==> src/iso_uframe_defs.vh <==
// Field positions and encodings of the isochronous descriptor write-back
`ifndef ISO_UFRAME_DEFS_VH
`define ISO_UFRAME_DEFS_VH

`define UF_COUNT_W      12
`define UF_RESULT_W     3
`define UF_NUM          8
`define UF_IDX_W        3
`define UF_LAST         3'h7
// Active mask in result/mask word, bits 7..0
`define MASK_LSB        0
// Result fields: uframe n at 8 + 3n
`define RESULT_LSB      8
// Split count of uframe 2
`define UF2_HI_LSB      0
`define UF2_LO_LSB      56
`define UF2_HI_W        4
`define UF2_LO_W        8
// Count offsets: uframes 0,1 in word_b, 3..7 in word_a
`define UF0_CNT_LSB     6'h20
`define UF1_CNT_LSB     6'h2C
`define UF3_CNT_LSB     6'h04
`define UF4_CNT_LSB     6'h10
`define UF5_CNT_LSB     6'h1C
`define UF6_CNT_LSB     6'h28
`define UF7_CNT_LSB     6'h34
// Valid (active) and halt flags
`define FLAG_VALID      63
`define FLAG_HALT       62
// Frame selection: bits 7..3 compared, 2..0 ignored
`define FRAME_HI        7
`define FRAME_LO        3
// Result bits
`define RES_XACT_ERR    0
`define RES_BABBLE      1
`define RES_UNDERRUN    2
// Event bits
`define EV_UFRAME_DONE  0
`define EV_HALT         1
`define EV_RETIRED      2
`define EV_W            3
// Register indices
`define REG_CTRL        4'h0
`define REG_FRAME       4'h1
`define REG_MASK        4'h2
`define REG_RESULT      4'h3
`define REG_CNT_LO      4'h4
`define REG_CNT_HI      4'h5
`define REG_FLAGS       4'h6
`define REG_IRQ_STAT    4'h7
`define REG_IRQ_MASK    4'h8

`endif

==> src/iso_uframe_descriptor_writeback.v <==
// Isochronous descriptor scheduling and per-microframe result write-back
//
// Functional notes
// - Store 12-bit received count per microframe if active bit set and frame matches.
// - Microframe 2 count split: high nibble word A bits 3..0, low byte word B 63..56.
// - Eight 3-bit result fields packed: uframe 7 at 31..29, uframe 0 at 10..8.
// - Result field written after that microframe transaction completes on the bus.
// - Result bit 0 transaction error, bit 1 babble IN, bit 2 underrun OUT.
// - On frame match, only microframes with active bit 1 are issued.
// - Software sets active bits; hardware clears each once processed.
// - Active flag is the valid flag, one and the same bit; the code keeps valid as a register apart from the active mask bits.
// - Single halt flag; set on endpoint stall, clears valid.
// - Valid cleared after whole descriptor executed or on fatal error.
//
// The register addresses and strobed register access were left to the implementer.
module iso_uframe_descriptor_writeback (
  // Clock and reset
  input  wire        mclk,
  input  wire        rst_n,
  // Register port
  input  wire [3:0]  addr,
  input  wire [31:0] wdata,
  input  wire        wr,
  input  wire        rd,
  output reg  [31:0] rdata,
  // Bus timing
  input  wire [4:0]  bus_frame,
  input  wire [2:0]  bus_uframe,
  input  wire        uframe_start,
  // Transaction engine
  input  wire        is_in_token,
  output reg         issue,
  output reg  [2:0]  issue_uframe,
  input  wire        xact_done,
  input  wire [11:0] xact_count,
  input  wire        xact_error,
  input  wire        xact_babble,
  input  wire        xact_underrun,
  input  wire        ep_stall,
  input  wire        fatal_error,
  // Interrupt
  output reg         irq
);

`include "iso_uframe_defs.vh"

  // ----------------------------------------------------------------
  // State encoding
  // ----------------------------------------------------------------
  localparam ST_IDLE = 3'b001;
  localparam ST_BUSY = 3'b010;
  localparam ST_WAIT = 3'b100;

  // ----------------------------------------------------------------
  // Descriptor state
  // ----------------------------------------------------------------
  reg  [63:0] word_a;    // uframe 2 high nibble, counts 3..7
  reg  [63:0] word_b;    // mask, results, counts 0,1, uframe 2 low byte
  reg         valid;
  reg         halt;
  reg  [7:0]  frame_sel;
  reg  [2:0]  state;
  reg  [2:0]  cur_uf;
  reg  [2:0]  irq_stat;
  reg  [2:0]  irq_mask;
  reg  [2:0]  ev;
  reg  [2:0]  next_irq_stat;
  reg  [2:0]  next_irq_mask;
  reg         next_irq;
  reg  [31:0] next_rdata;

  // ----------------------------------------------------------------
  // Helper functions
  // ----------------------------------------------------------------
  // Write strobe aimed at one register index
  function wr_hit;
    input       we;
    input [3:0] a;
    input [3:0] idx;
    begin
      wr_hit = we && a == idx;
    end
  endfunction

  // Bit offset of a 12-bit count inside word_a (uframes 3..7)
  function [5:0] cnt_lsb_a;
    input [2:0] uf;
    begin
      cnt_lsb_a = `UF3_CNT_LSB;
      case (uf)
        3'h3: cnt_lsb_a = `UF3_CNT_LSB;
        3'h4: cnt_lsb_a = `UF4_CNT_LSB;
        3'h5: cnt_lsb_a = `UF5_CNT_LSB;
        3'h6: cnt_lsb_a = `UF6_CNT_LSB;
        3'h7: cnt_lsb_a = `UF7_CNT_LSB;
        default: cnt_lsb_a = `UF3_CNT_LSB;
      endcase
    end
  endfunction

  // Bit offset of a 12-bit count inside word_b (uframes 0 and 1)
  function [5:0] cnt_lsb_b;
    input [2:0] uf;
    begin
      cnt_lsb_b = `UF0_CNT_LSB;
      case (uf)
        3'h1: cnt_lsb_b = `UF1_CNT_LSB;
        default: cnt_lsb_b = `UF0_CNT_LSB;
      endcase
    end
  endfunction

  // Read back the count of one microframe
  function [11:0] count_of;
    input [2:0]  uf;
    input [63:0] a;
    input [63:0] b;
    begin
      count_of = 12'h000;
      case (uf)
        3'h0, 3'h1: count_of = b[cnt_lsb_b(uf) +: `UF_COUNT_W];
        3'h2: count_of = {a[`UF2_HI_LSB +: `UF2_HI_W], b[`UF2_LO_LSB +: `UF2_LO_W]};
        default: count_of = a[cnt_lsb_a(uf) +: `UF_COUNT_W];
      endcase
    end
  endfunction

  // ----------------------------------------------------------------
  // Decoded inputs and register strobes
  // ----------------------------------------------------------------
  wire [7:0]  active_mask = word_b[`MASK_LSB +: `UF_NUM];
  wire        frame_hit   = frame_sel[`FRAME_HI:`FRAME_LO] == bus_frame;
  wire [2:0]  res_code    = {xact_underrun & ~is_in_token,
                             xact_babble & is_in_token,
                             xact_error};
  wire        idle        = state == ST_IDLE;
  wire        wr_ctrl     = wr_hit(wr, addr, `REG_CTRL);
  wire        wr_frame    = wr_hit(wr, addr, `REG_FRAME);
  wire        wr_mask     = wr_hit(wr, addr, `REG_MASK);
  wire        wr_irq_mask = wr_hit(wr, addr, `REG_IRQ_MASK);
  wire        wr_clr_stat = wr_hit(wr, addr, `REG_IRQ_STAT);

  // ----------------------------------------------------------------
  // Next interrupt state
  // ----------------------------------------------------------------
  always @*
  begin
    next_irq_stat = irq_stat;
    next_irq_mask = irq_mask;
    // New events win over a write-one clear
    if (wr_clr_stat)
      next_irq_stat = irq_stat & ~wdata[`EV_W-1:0];
    next_irq_stat = next_irq_stat | ev;
    if (wr_irq_mask)
      next_irq_mask = wdata[`EV_W-1:0];
    next_irq = |(next_irq_stat & next_irq_mask);
  end

  // ----------------------------------------------------------------
  // Scheduler and write-back
  // ----------------------------------------------------------------
  always @(posedge mclk or negedge rst_n)
  begin
    if (!rst_n)
    begin
      word_a       <= 64'h0;
      word_b       <= 64'h0;
      valid        <= 1'b0;
      halt         <= 1'b0;
      frame_sel    <= 8'h00;
      state        <= ST_IDLE;
      cur_uf       <= 3'h0;
      issue        <= 1'b0;
      issue_uframe <= 3'h0;
      ev           <= 3'h0;
    end
    else
    begin
      issue <= 1'b0;
      ev    <= 3'h0;
      // Software side of the descriptor
      if (wr_ctrl)
      begin
        if (wdata[0])
        begin
          valid <= 1'b1;
          halt  <= 1'b0;
        end
      end
      if (wr_frame)
        frame_sel <= wdata[7:0];
      if (wr_mask)
        word_b[`MASK_LSB +: `UF_NUM] <= active_mask | wdata[`MASK_LSB +: `UF_NUM];
      case (state)
        ST_IDLE:
        begin
          if (uframe_start && valid && !halt && frame_hit
              && active_mask[bus_uframe])
          begin
            issue        <= 1'b1;
            issue_uframe <= bus_uframe;
            cur_uf       <= bus_uframe;
            state        <= ST_BUSY;
          end
        end
        ST_BUSY:
        begin
          if (fatal_error)
          begin
            valid <= 1'b0;
            ev[`EV_RETIRED] <= 1'b1;
            state <= ST_IDLE;
          end
          else if (ep_stall)
          begin
            halt  <= 1'b1;
            valid <= 1'b0;
            ev[`EV_HALT] <= 1'b1;
            state <= ST_IDLE;
          end
          else if (xact_done)
          begin
            // Only the processed microframe is touched
            word_b[`RESULT_LSB + `UF_RESULT_W * cur_uf +: `UF_RESULT_W]
              <= res_code;
            word_b[`MASK_LSB + cur_uf] <= 1'b0;
            case (cur_uf)
              3'h0, 3'h1: word_b[cnt_lsb_b(cur_uf) +: `UF_COUNT_W] <= xact_count;
              3'h2:
              begin
                word_a[`UF2_HI_LSB +: `UF2_HI_W] <= xact_count[11:8];
                word_b[`UF2_LO_LSB +: `UF2_LO_W] <= xact_count[7:0];
              end
              default: word_a[cnt_lsb_a(cur_uf) +: `UF_COUNT_W] <= xact_count;
            endcase
            ev[`EV_UFRAME_DONE] <= 1'b1;
            state <= ST_WAIT;
          end
        end
        ST_WAIT:
        begin
          // Retire when no active bit is left or the millisecond ended
          if (active_mask == 8'h00 || cur_uf == `UF_LAST)
          begin
            valid <= 1'b0;
            ev[`EV_RETIRED] <= 1'b1;
          end
          state <= ST_IDLE;
        end
        default: state <= ST_IDLE;
      endcase
    end
  end

  // ----------------------------------------------------------------
  // Interrupt status and mask
  // ----------------------------------------------------------------
  always @(posedge mclk or negedge rst_n)
  begin
    if (!rst_n)
    begin
      irq_stat <= 3'h0;
      irq_mask <= 3'h0;
      irq      <= 1'b0;
    end
    else
    begin
      irq_stat <= next_irq_stat;
      irq_mask <= next_irq_mask;
      irq      <= next_irq;
    end
  end

  // ----------------------------------------------------------------
  // Read port
  // ----------------------------------------------------------------
  always @*
  begin
    next_rdata = 32'h0;
    if (rd)
    begin
      // Count selector rides on the write data bus
      case (addr)
        `REG_CTRL:     next_rdata = {29'h0, idle, halt, valid};
        `REG_FRAME:    next_rdata = {24'h0, frame_sel};
        `REG_MASK:     next_rdata = {24'h0, active_mask};
        `REG_RESULT:   next_rdata = word_b[31:0];
        `REG_CNT_LO:   next_rdata = {20'h0, count_of(wdata[2:0], word_a, word_b)};
        `REG_CNT_HI:   next_rdata = word_a[63:32];
        `REG_FLAGS:    next_rdata = {valid, halt, 30'h0};
        `REG_IRQ_STAT: next_rdata = {29'h0, irq_stat};
        `REG_IRQ_MASK: next_rdata = {29'h0, irq_mask};
        default:       next_rdata = 32'h0;
      endcase
    end
  end

  always @(posedge mclk or negedge rst_n)
  begin
    if (!rst_n)
      rdata <= 32'h0;
    else
      rdata <= next_rdata;
  end

endmodule

==> config.mk <==
export PLATFORM = sky130hd
export DESIGN_NAME = iso_uframe_descriptor_writeback
export DESIGN_NICKNAME = d
export VERILOG_FILES = /design/src/iso_uframe_descriptor_writeback.v
export VERILOG_INCLUDE_DIRS = /design/src
export SDC_FILE = /design/constraint.sdc
export NUM_CORES = 1
export LEC_CHECK = 0
export BUFFER_PORTS_ARGS = -buffer_cell sky130_fd_sc_hd__buf_2
export CAP_MARGIN = 10
export CORE_AREA = 2 2 161 163
export CTS_CLUSTER_SIZE = 12
export DETAILED_ROUTE_END_ITERATION = 10
export DIE_AREA = 0 0 163 165
export PLACE_DENSITY_LB_ADDON = 0.12
export SLEW_MARGIN = 20
export SYNTH_ARGS = -nofsm -noshare
export SYNTH_HDL_FRONTEND = slang
export SYNTH_SLANG_ARGS = --single-unit
==> constraint.sdc <==
create_clock -name mclk -period 4.4 [get_ports mclk]
set_input_delay 0.44 -clock mclk [delete_from_list [all_inputs] [get_ports mclk]]
set_output_delay 0.44 -clock mclk [all_outputs]
set_load 0.02 [all_outputs]
==> results.yml, run 1 <==
cts:
  clk_latency_ns: 0.44
  cts_buffer_depth: 2
  path_clk_slew_ns: 0.08
  post_cts_buffers: 0
  holdBufCountCts: 0
  tritoncts: "built"
  cts_resized: 0
  cts.sink_count: 187
  cts_root_buffer: "clkbuf_16"
  cts_inserted_buffers: 17
  htreeDepth: 4
pwr:
  p_comb_share_pct: 14.9
  switching_power_uw: 1202
  switching_share_pct: 30.66
  vdd_drop_max_mv: 0.1793
  p_per_area_nw_per_um2: 349.6
  seqPwrFrac_pct: 46.8
  power.clock.fraction_pct: 38.3
  power.total_uw: 3920
  p_int_uw: 2718
  p_leak_uw: 0.005185
status:
  status: "finished clean"
worst_setup_path:
  slowest_stage: "a2111oi_4"
  critPathBufInv: 1
  path_common_cell: "ha_1"
  cp-end-kind: "register"
  arrival_ns: 3.95
  cp-start-kind: "register"
  crit_required_ns: 4.72
  crit_fanout: 8
  crit_chain: "inv_1, ha_1, o21ai_0, ha_1, or4_4, a2111oi_4, nand3_1, mux2_2"
  cp_top_family: "compound AO/OA/AOI/OAI gates"
  critPathMaxStageDelay_ns: 0.72
  path_class: "register to register"
layout:
  layout-drive-gt1-share_pct: 22.97
  num_antenna_cells: 0
  fin_nets: 1131
  area_delta_synth_final_pct: 12.95
timing:
  period_minus_slack_ns: 3.631
  slew_viol_final: 0
  setup_violations: 0
  fin_worst_skew_ns: 0.01186
  finalSetupTns_ns: 0
  timing.final.hold_violations: 0
  timing.final.crit_share_pct: 82.53
  fmax_mhz: 275.4
  worst_pin_slew_ns: 0.9735
  slew_headroom_pct: 35.10
  rsz0062_at_grt: "false"
place:
  finalWeightedCongestion: 0.8675
  portBuffers: 80
  place_hpwl_mm: 24.68
run:
  cap_violations: 0
routing:
  first_iter_violations: 904
  ant_nets: 0
  wl_per_cell_um: 24.03
  drt_pre_antenna_iters: 7
  vias: 8095
  avgViaCountPerCell: 5.832
  drc: 0
  wl_mm: 33.36
floorplan:
  floorplan.initialDensity_pct: 39.65
  fp.dieW_um: 163
  io_pins: 105
  coreArea_um2: 25040
  rows: 58
  dieArea_um2: 26900
  die_h_um: 165
synthesis:
  ys.flop_type: "dfrtp_1"
  synth_adder_area_share_pct: 2.269
  synthArstFlopShare_pct: 100.0
  synth_top_family_by_area: "compound AO/OA/AOI/OAI gates"
  synthTopCellsByArea: "dfrtp_1 47%, mux2_2 11%, nand2_1 4.6%"
  syn_inst: 987
  synth_edf_count: 0
  ys_ff_latch: 187
  synth_xor_area_share_pct: 0.7059
  avgSynthCellArea_um2: 10.06
  synth_most_common_cell: "dfrtp_1"
  yosys.area.top_type: "dfrtp_1"
  synth_compound_area_share_pct: 17.53
  synth_common_cells: "186 x dfrtp_1, 121 x nand2_1, 99 x mux2_2"
  synth.area.mux_share_pct: 13.80
  synth.top_cell.area_share_pct: 46.89
  synthDistinctLibCells: 67
  syn_nets: 1073
  synth_warnings: 0
  synth-simple-area-share_pct: 15.03
  netlist_area_um2: 9926
  ys_seq_area_share_pct: 47.16
global_route:
  overflow: 0
  grtUsageTotal_pct: 25.48
  antenna_found_initial: 0
  grt_max_degree: 99
  grt_pass1_wl_mm: 50.38
  grt_pass1_vias: 7911
min_path:
  hp-class: "input port to async pin"
[worst reg2reg max path: stages, from the launching register on]
cell and delay [ns]:
dfrtp_1 0.45, inv_1 0.22, ha_1 0.41, o21ai_0 0.21
ha_1 0.24, or4_4 0.55, a2111oi_4 0.72, nand3_1 0.36
mux2_2 0.36
[metal layers]
layer | up-vias | GRT usage, % | wire (um)
met5 | - | 0 | 0
met4 | 0 | 8.327 | 924
met2 | 280 | 40.31 | 15320
li1 | 3716 | - | -
met3 | 52 | 4.169 | 1907
met1 | 4047 | 35.75 | 15200
[flip-flops by register name, indices dropped and copies added (netlist names)]
name       flops
ev             3
irq            1
word_b        64
state          3
frame_sel      8
valid          1
irq_mask       3
halt           1
word_a        64
cur_uf         3
rdata         32
irq_stat       3
issue          1
[path summary, 6_finish.rpt]
kind                            from           to  slack (ns)  cells after the start
max in group asynchronous      rst_n   word_a[43]        3.32                      2
max reg2reg                cur_uf[1]   word_a[13]        0.77                      8
min reg2reg                    ev[1]  irq_stat[1]        0.47                      1
min                            rst_n    cur_uf[0]         0.1                      1
min in group mclk                 rd     rdata[2]        0.25                      3
max                        cur_uf[1]   word_a[13]        0.77                      8
[area by class of cell]
type                            instances  area (um^2)
Inverter                               22        87.58
Timing Repair Buffer                  101        566.8
Sequential cell                       187         4681
Fill cell                            2435        13830
Clock buffer                           18        429.2
Tap cell                              330        412.9
Multi-Input combinational cell        716         4901
Clock inverter                         14        132.6
[power by group through the flow]
stage          Combinational [uW]  Clock, uW  Sequential [uW]
2_1_floorplan                 345          0             1850
4_1_cts                       579       1530             1830
6_report                      584       1500             1830
3_3_place_gp                  577          0             1870
3_5_place_dp                  577          0             1870
5_1_grt                       636       1600             1840
[kinds of logic (layout without fill, tap and decap cells)]
logic type,Yosys count,in the layout
XOR/XNOR,8,8
AND/OR/NAND/NOR,310,310
AO/OA/AOI/OAI,258,258
adder cells (fa/ha/maj),18,18
flip-flops,187,187
buffers and inverters,84,155
multiplexers,122,122
[stage by stage]
stage / util [%] / setup WS (ns) / cell area, um^2 / hold WS, ns / instances
after detailed placement: 42.53 / 0.8850 / 10650 / 0.4316 / 1356
after global placement: 42.53 / 0.9182 / 10650 / 0.4364 / 1356
after floorplan: - / 1.197 / 9926 / 0.1444 / 987
after global routing: 44.78 / 0.6362 / 11210 / 0.1539 / 1388
final: 44.78 / 0.7685 / 11210 / 0.09522 / 1388
after CTS: 44.78 / 0.8577 / 11210 / 0.1246 / 1388
[layout by cell type (no fill, tap or decap), types with 20 or more instances in the layout]
cell and n:
o21ai_0 67, dfrtp_1 186, nand3_1 32, mux2_2 99, a21oi_1 39, mux2i_1 21
buf_4 21, buf_2 79, a22oi_1 36, inv_1 20, a22o_1 25, nand2_1 121
nor2_1 58
Note: power is estimated with default switching activity, not from simulation.
==> inputs of run 2 (changes only) <==
- clock period: 4.4 -> 3.2 ns (I/O delays scaled with it)
==> run 2 against run 1 <==
Effect of this change:
- worst hold slack worse by 0.0022 ns
- clock power increased by 47%
- highest routed layer unchanged
- largest cell class unchanged
- sequential share of layout area fell by 1.0 points
- largest power group unchanged
- critical path type unchanged
==> results.yml, run 2 (synthesized netlist as in run 1, its figures left out) <==
status:
  status: "finished clean"
pwr:
  seqPwrFrac_pct: 45.4
  p_per_area_nw_per_um2: 481.5
  switching_power_uw: 1740
  p_leak_uw: 0.005355
  power.clock.fraction_pct: 39.7
  p_int_uw: 3791
  switching_share_pct: 31.46
  p_comb_share_pct: 14.8
  vdd_drop_max_mv: 0.2887
  power.total_uw: 5531
min_path:
  whs_path_depth: 2
  hold_start: "fatal_error"
  hp-class: "input port to register"
  holdPathEnd: "ev[1]"
worst_setup_path:
  crit_fanout: 8
  reg2reg_setup_slack_ns: 0.29
  ff2ff_path_depth: 9
  cp-start-kind: "register"
  path_class: "register to register"
  cp-end-kind: "register"
  r2r-start: "cur_uf[1]"
  crit_required_ns: 3.54
  reg2reg_to: "word_a[15]"
  arrival_ns: 3.25
layout:
  fin_area_um2: 11490
  final_cell_mix: "186 x dfrtp_1, 121 x nand2_1, 99 x mux2_2"
  n_fill_cell: 2446
  num_antenna_cells: 0
  area_delta_synth_final_pct: 15.73
  layout_commonest_cell: "dfrtp_1"
  layout-drive-gt1-share_pct: 24.82
  reg_top3: "word_a (64), word_b (64), rdata (32)"
  fin_nets: 1157
global_route:
  grtUsageMet1_pct: 34.69
  grt.busiest_layer: "met2"
  grt_use_met2_pct: 41.35
  grt_pass1_wl_mm: 50.92
  antenna_found_initial: 0
  grt_max_degree: 78
  use_met3_pct: 5.349
  overflow: 0
  grtUsageTotal_pct: 25.80
  grt_pass1_vias: 8111
floorplan:
  floorplan.initialDensity_pct: 39.65
  die_h_um: 165
  io_pins: 105
  coreArea_um2: 25040
  dieArea_um2: 26900
  fp.dieW_um: 163
  rows: 58
cts:
  clk_latency_ns: 0.46
  cts_inserted_buffers: 17
  htreeDepth: 4
  cts_root_buffer: "clkbuf_16"
  post_cts_buffers: 0
  cts_resized: 0
  path_clk_slew_ns: 0.08
  tritoncts: "built"
  cts_buffer_depth: 2
  cts.sink_count: 187
timing:
  period_minus_slack_ns: 2.909
  rsz0062_at_grt: "false"
  timing.final.hold_violations: 0
  finalSetupTns_ns: 0
  slew_headroom_pct: 34.81
  timing.final.crit_share_pct: 90.90
  slew_viol_final: 0
  fin_worst_skew_ns: 0.01823
  setup_violations: 0
  worst_pin_slew_ns: 0.9777
  fmax_mhz: 343.8
place:
  portBuffers: 80
  place_hpwl_mm: 25.31
  finalWeightedCongestion: 0.9012
  place_area_um2: 10860
routing:
  ant_nets: 0
  wl_mm: 33.45
  first_iter_violations: 905
  wl_per_cell_um: 23.66
  vias: 8266
  avgViaCountPerCell: 5.846
  drc: 0
  drt_pre_antenna_iters: 8
run:
  cap_violations: 0
[run 2: changes by cell type in the layout (fill, tap and decap cells not counted), sizes merged]
cell         delta
clkbuf          -1
clkinv          +4
clkinvlp        -3
buf            +25
dlygate4sd3     +1
[run 2: power by group through the flow]
stage | Combinational (uW) | Clock, uW | Sequential, uW
floorplan | 474 | 0 | 2540
CTS | 816 | 2240 | 2510
finish | 820 | 2200 | 2510
global placement | 813 | 0 | 2560
detailed placement | 812 | 0 | 2560
global route | 900 | 2340 | 2520
[run 2: metrics by stage]
step	hold slack [ns]	std cells	worst slack (ns)	utilization, %
CTS	0.07451	1414	0.3012	45.88
global placement	0.3566	1381	0.3372	43.38
floorplan	0.02441	987	0.03932	-
global route	0.08168	1414	0.1165	45.88
finish	0.09303	1414	0.2911	45.88
detailed placement	0.3533	1381	0.3311	43.38
[run 2: layer usage]
| metal | vias to the layer above | part of all wire [%] |
|---|---|---|
| met1 | 4149 | 45 |
| met4 | 0 | 3.2 |
| met2 | 286 | 46 |
| met3 | 50 | 5.8 |
| met5 | - | 0 |
| li1 | 3781 | - |
[run 2: worst max-delay path by stage]
stage	start	end	slack (ns)	cells past startpoint
floorplan	cur_uf[0]	word_a[10]	0.04	9
global placement	cur_uf[1]	word_a[14]	0.34	9
detailed placement	cur_uf[1]	word_a[13]	0.33	9
CTS	cur_uf[1]	word_a[15]	0.30	9
global route	cur_uf[2]	word_b[4]	0.12	6
finish	cur_uf[1]	word_a[15]	0.29	9
[run 2: final cells by class]
type | count | area [um^2] | share of cell area (%)
inverter | 22 | 87.58 | 0.7624
multi-input combinational | 716 | 4901 | 42.66
clock inverter | 15 | 190.2 | 1.656
clock buffer | 17 | 425.4 | 3.703
timing repair buffer | 127 | 789.5 | 6.873
sequential | 187 | 4681 | 40.75
tap | 330 | 412.9 | 3.594
[run 2: critical path: stages (launching register included)]
cell and delay, ns:
dfrtp_1 0.46, inv_1 0.12, ha_1 0.16, o21ai_0 0.12
ha_1 0.23, or4_4 0.56, a2111oi_4 0.34, buf_4 0.23
nand3_1 0.23, mux2_2 0.34
[run 2: timing repair]
action,CTS,global route
setup endpoints to repair,0,0
hold buffers,1,0
endpoints found under the hold margin,65,0
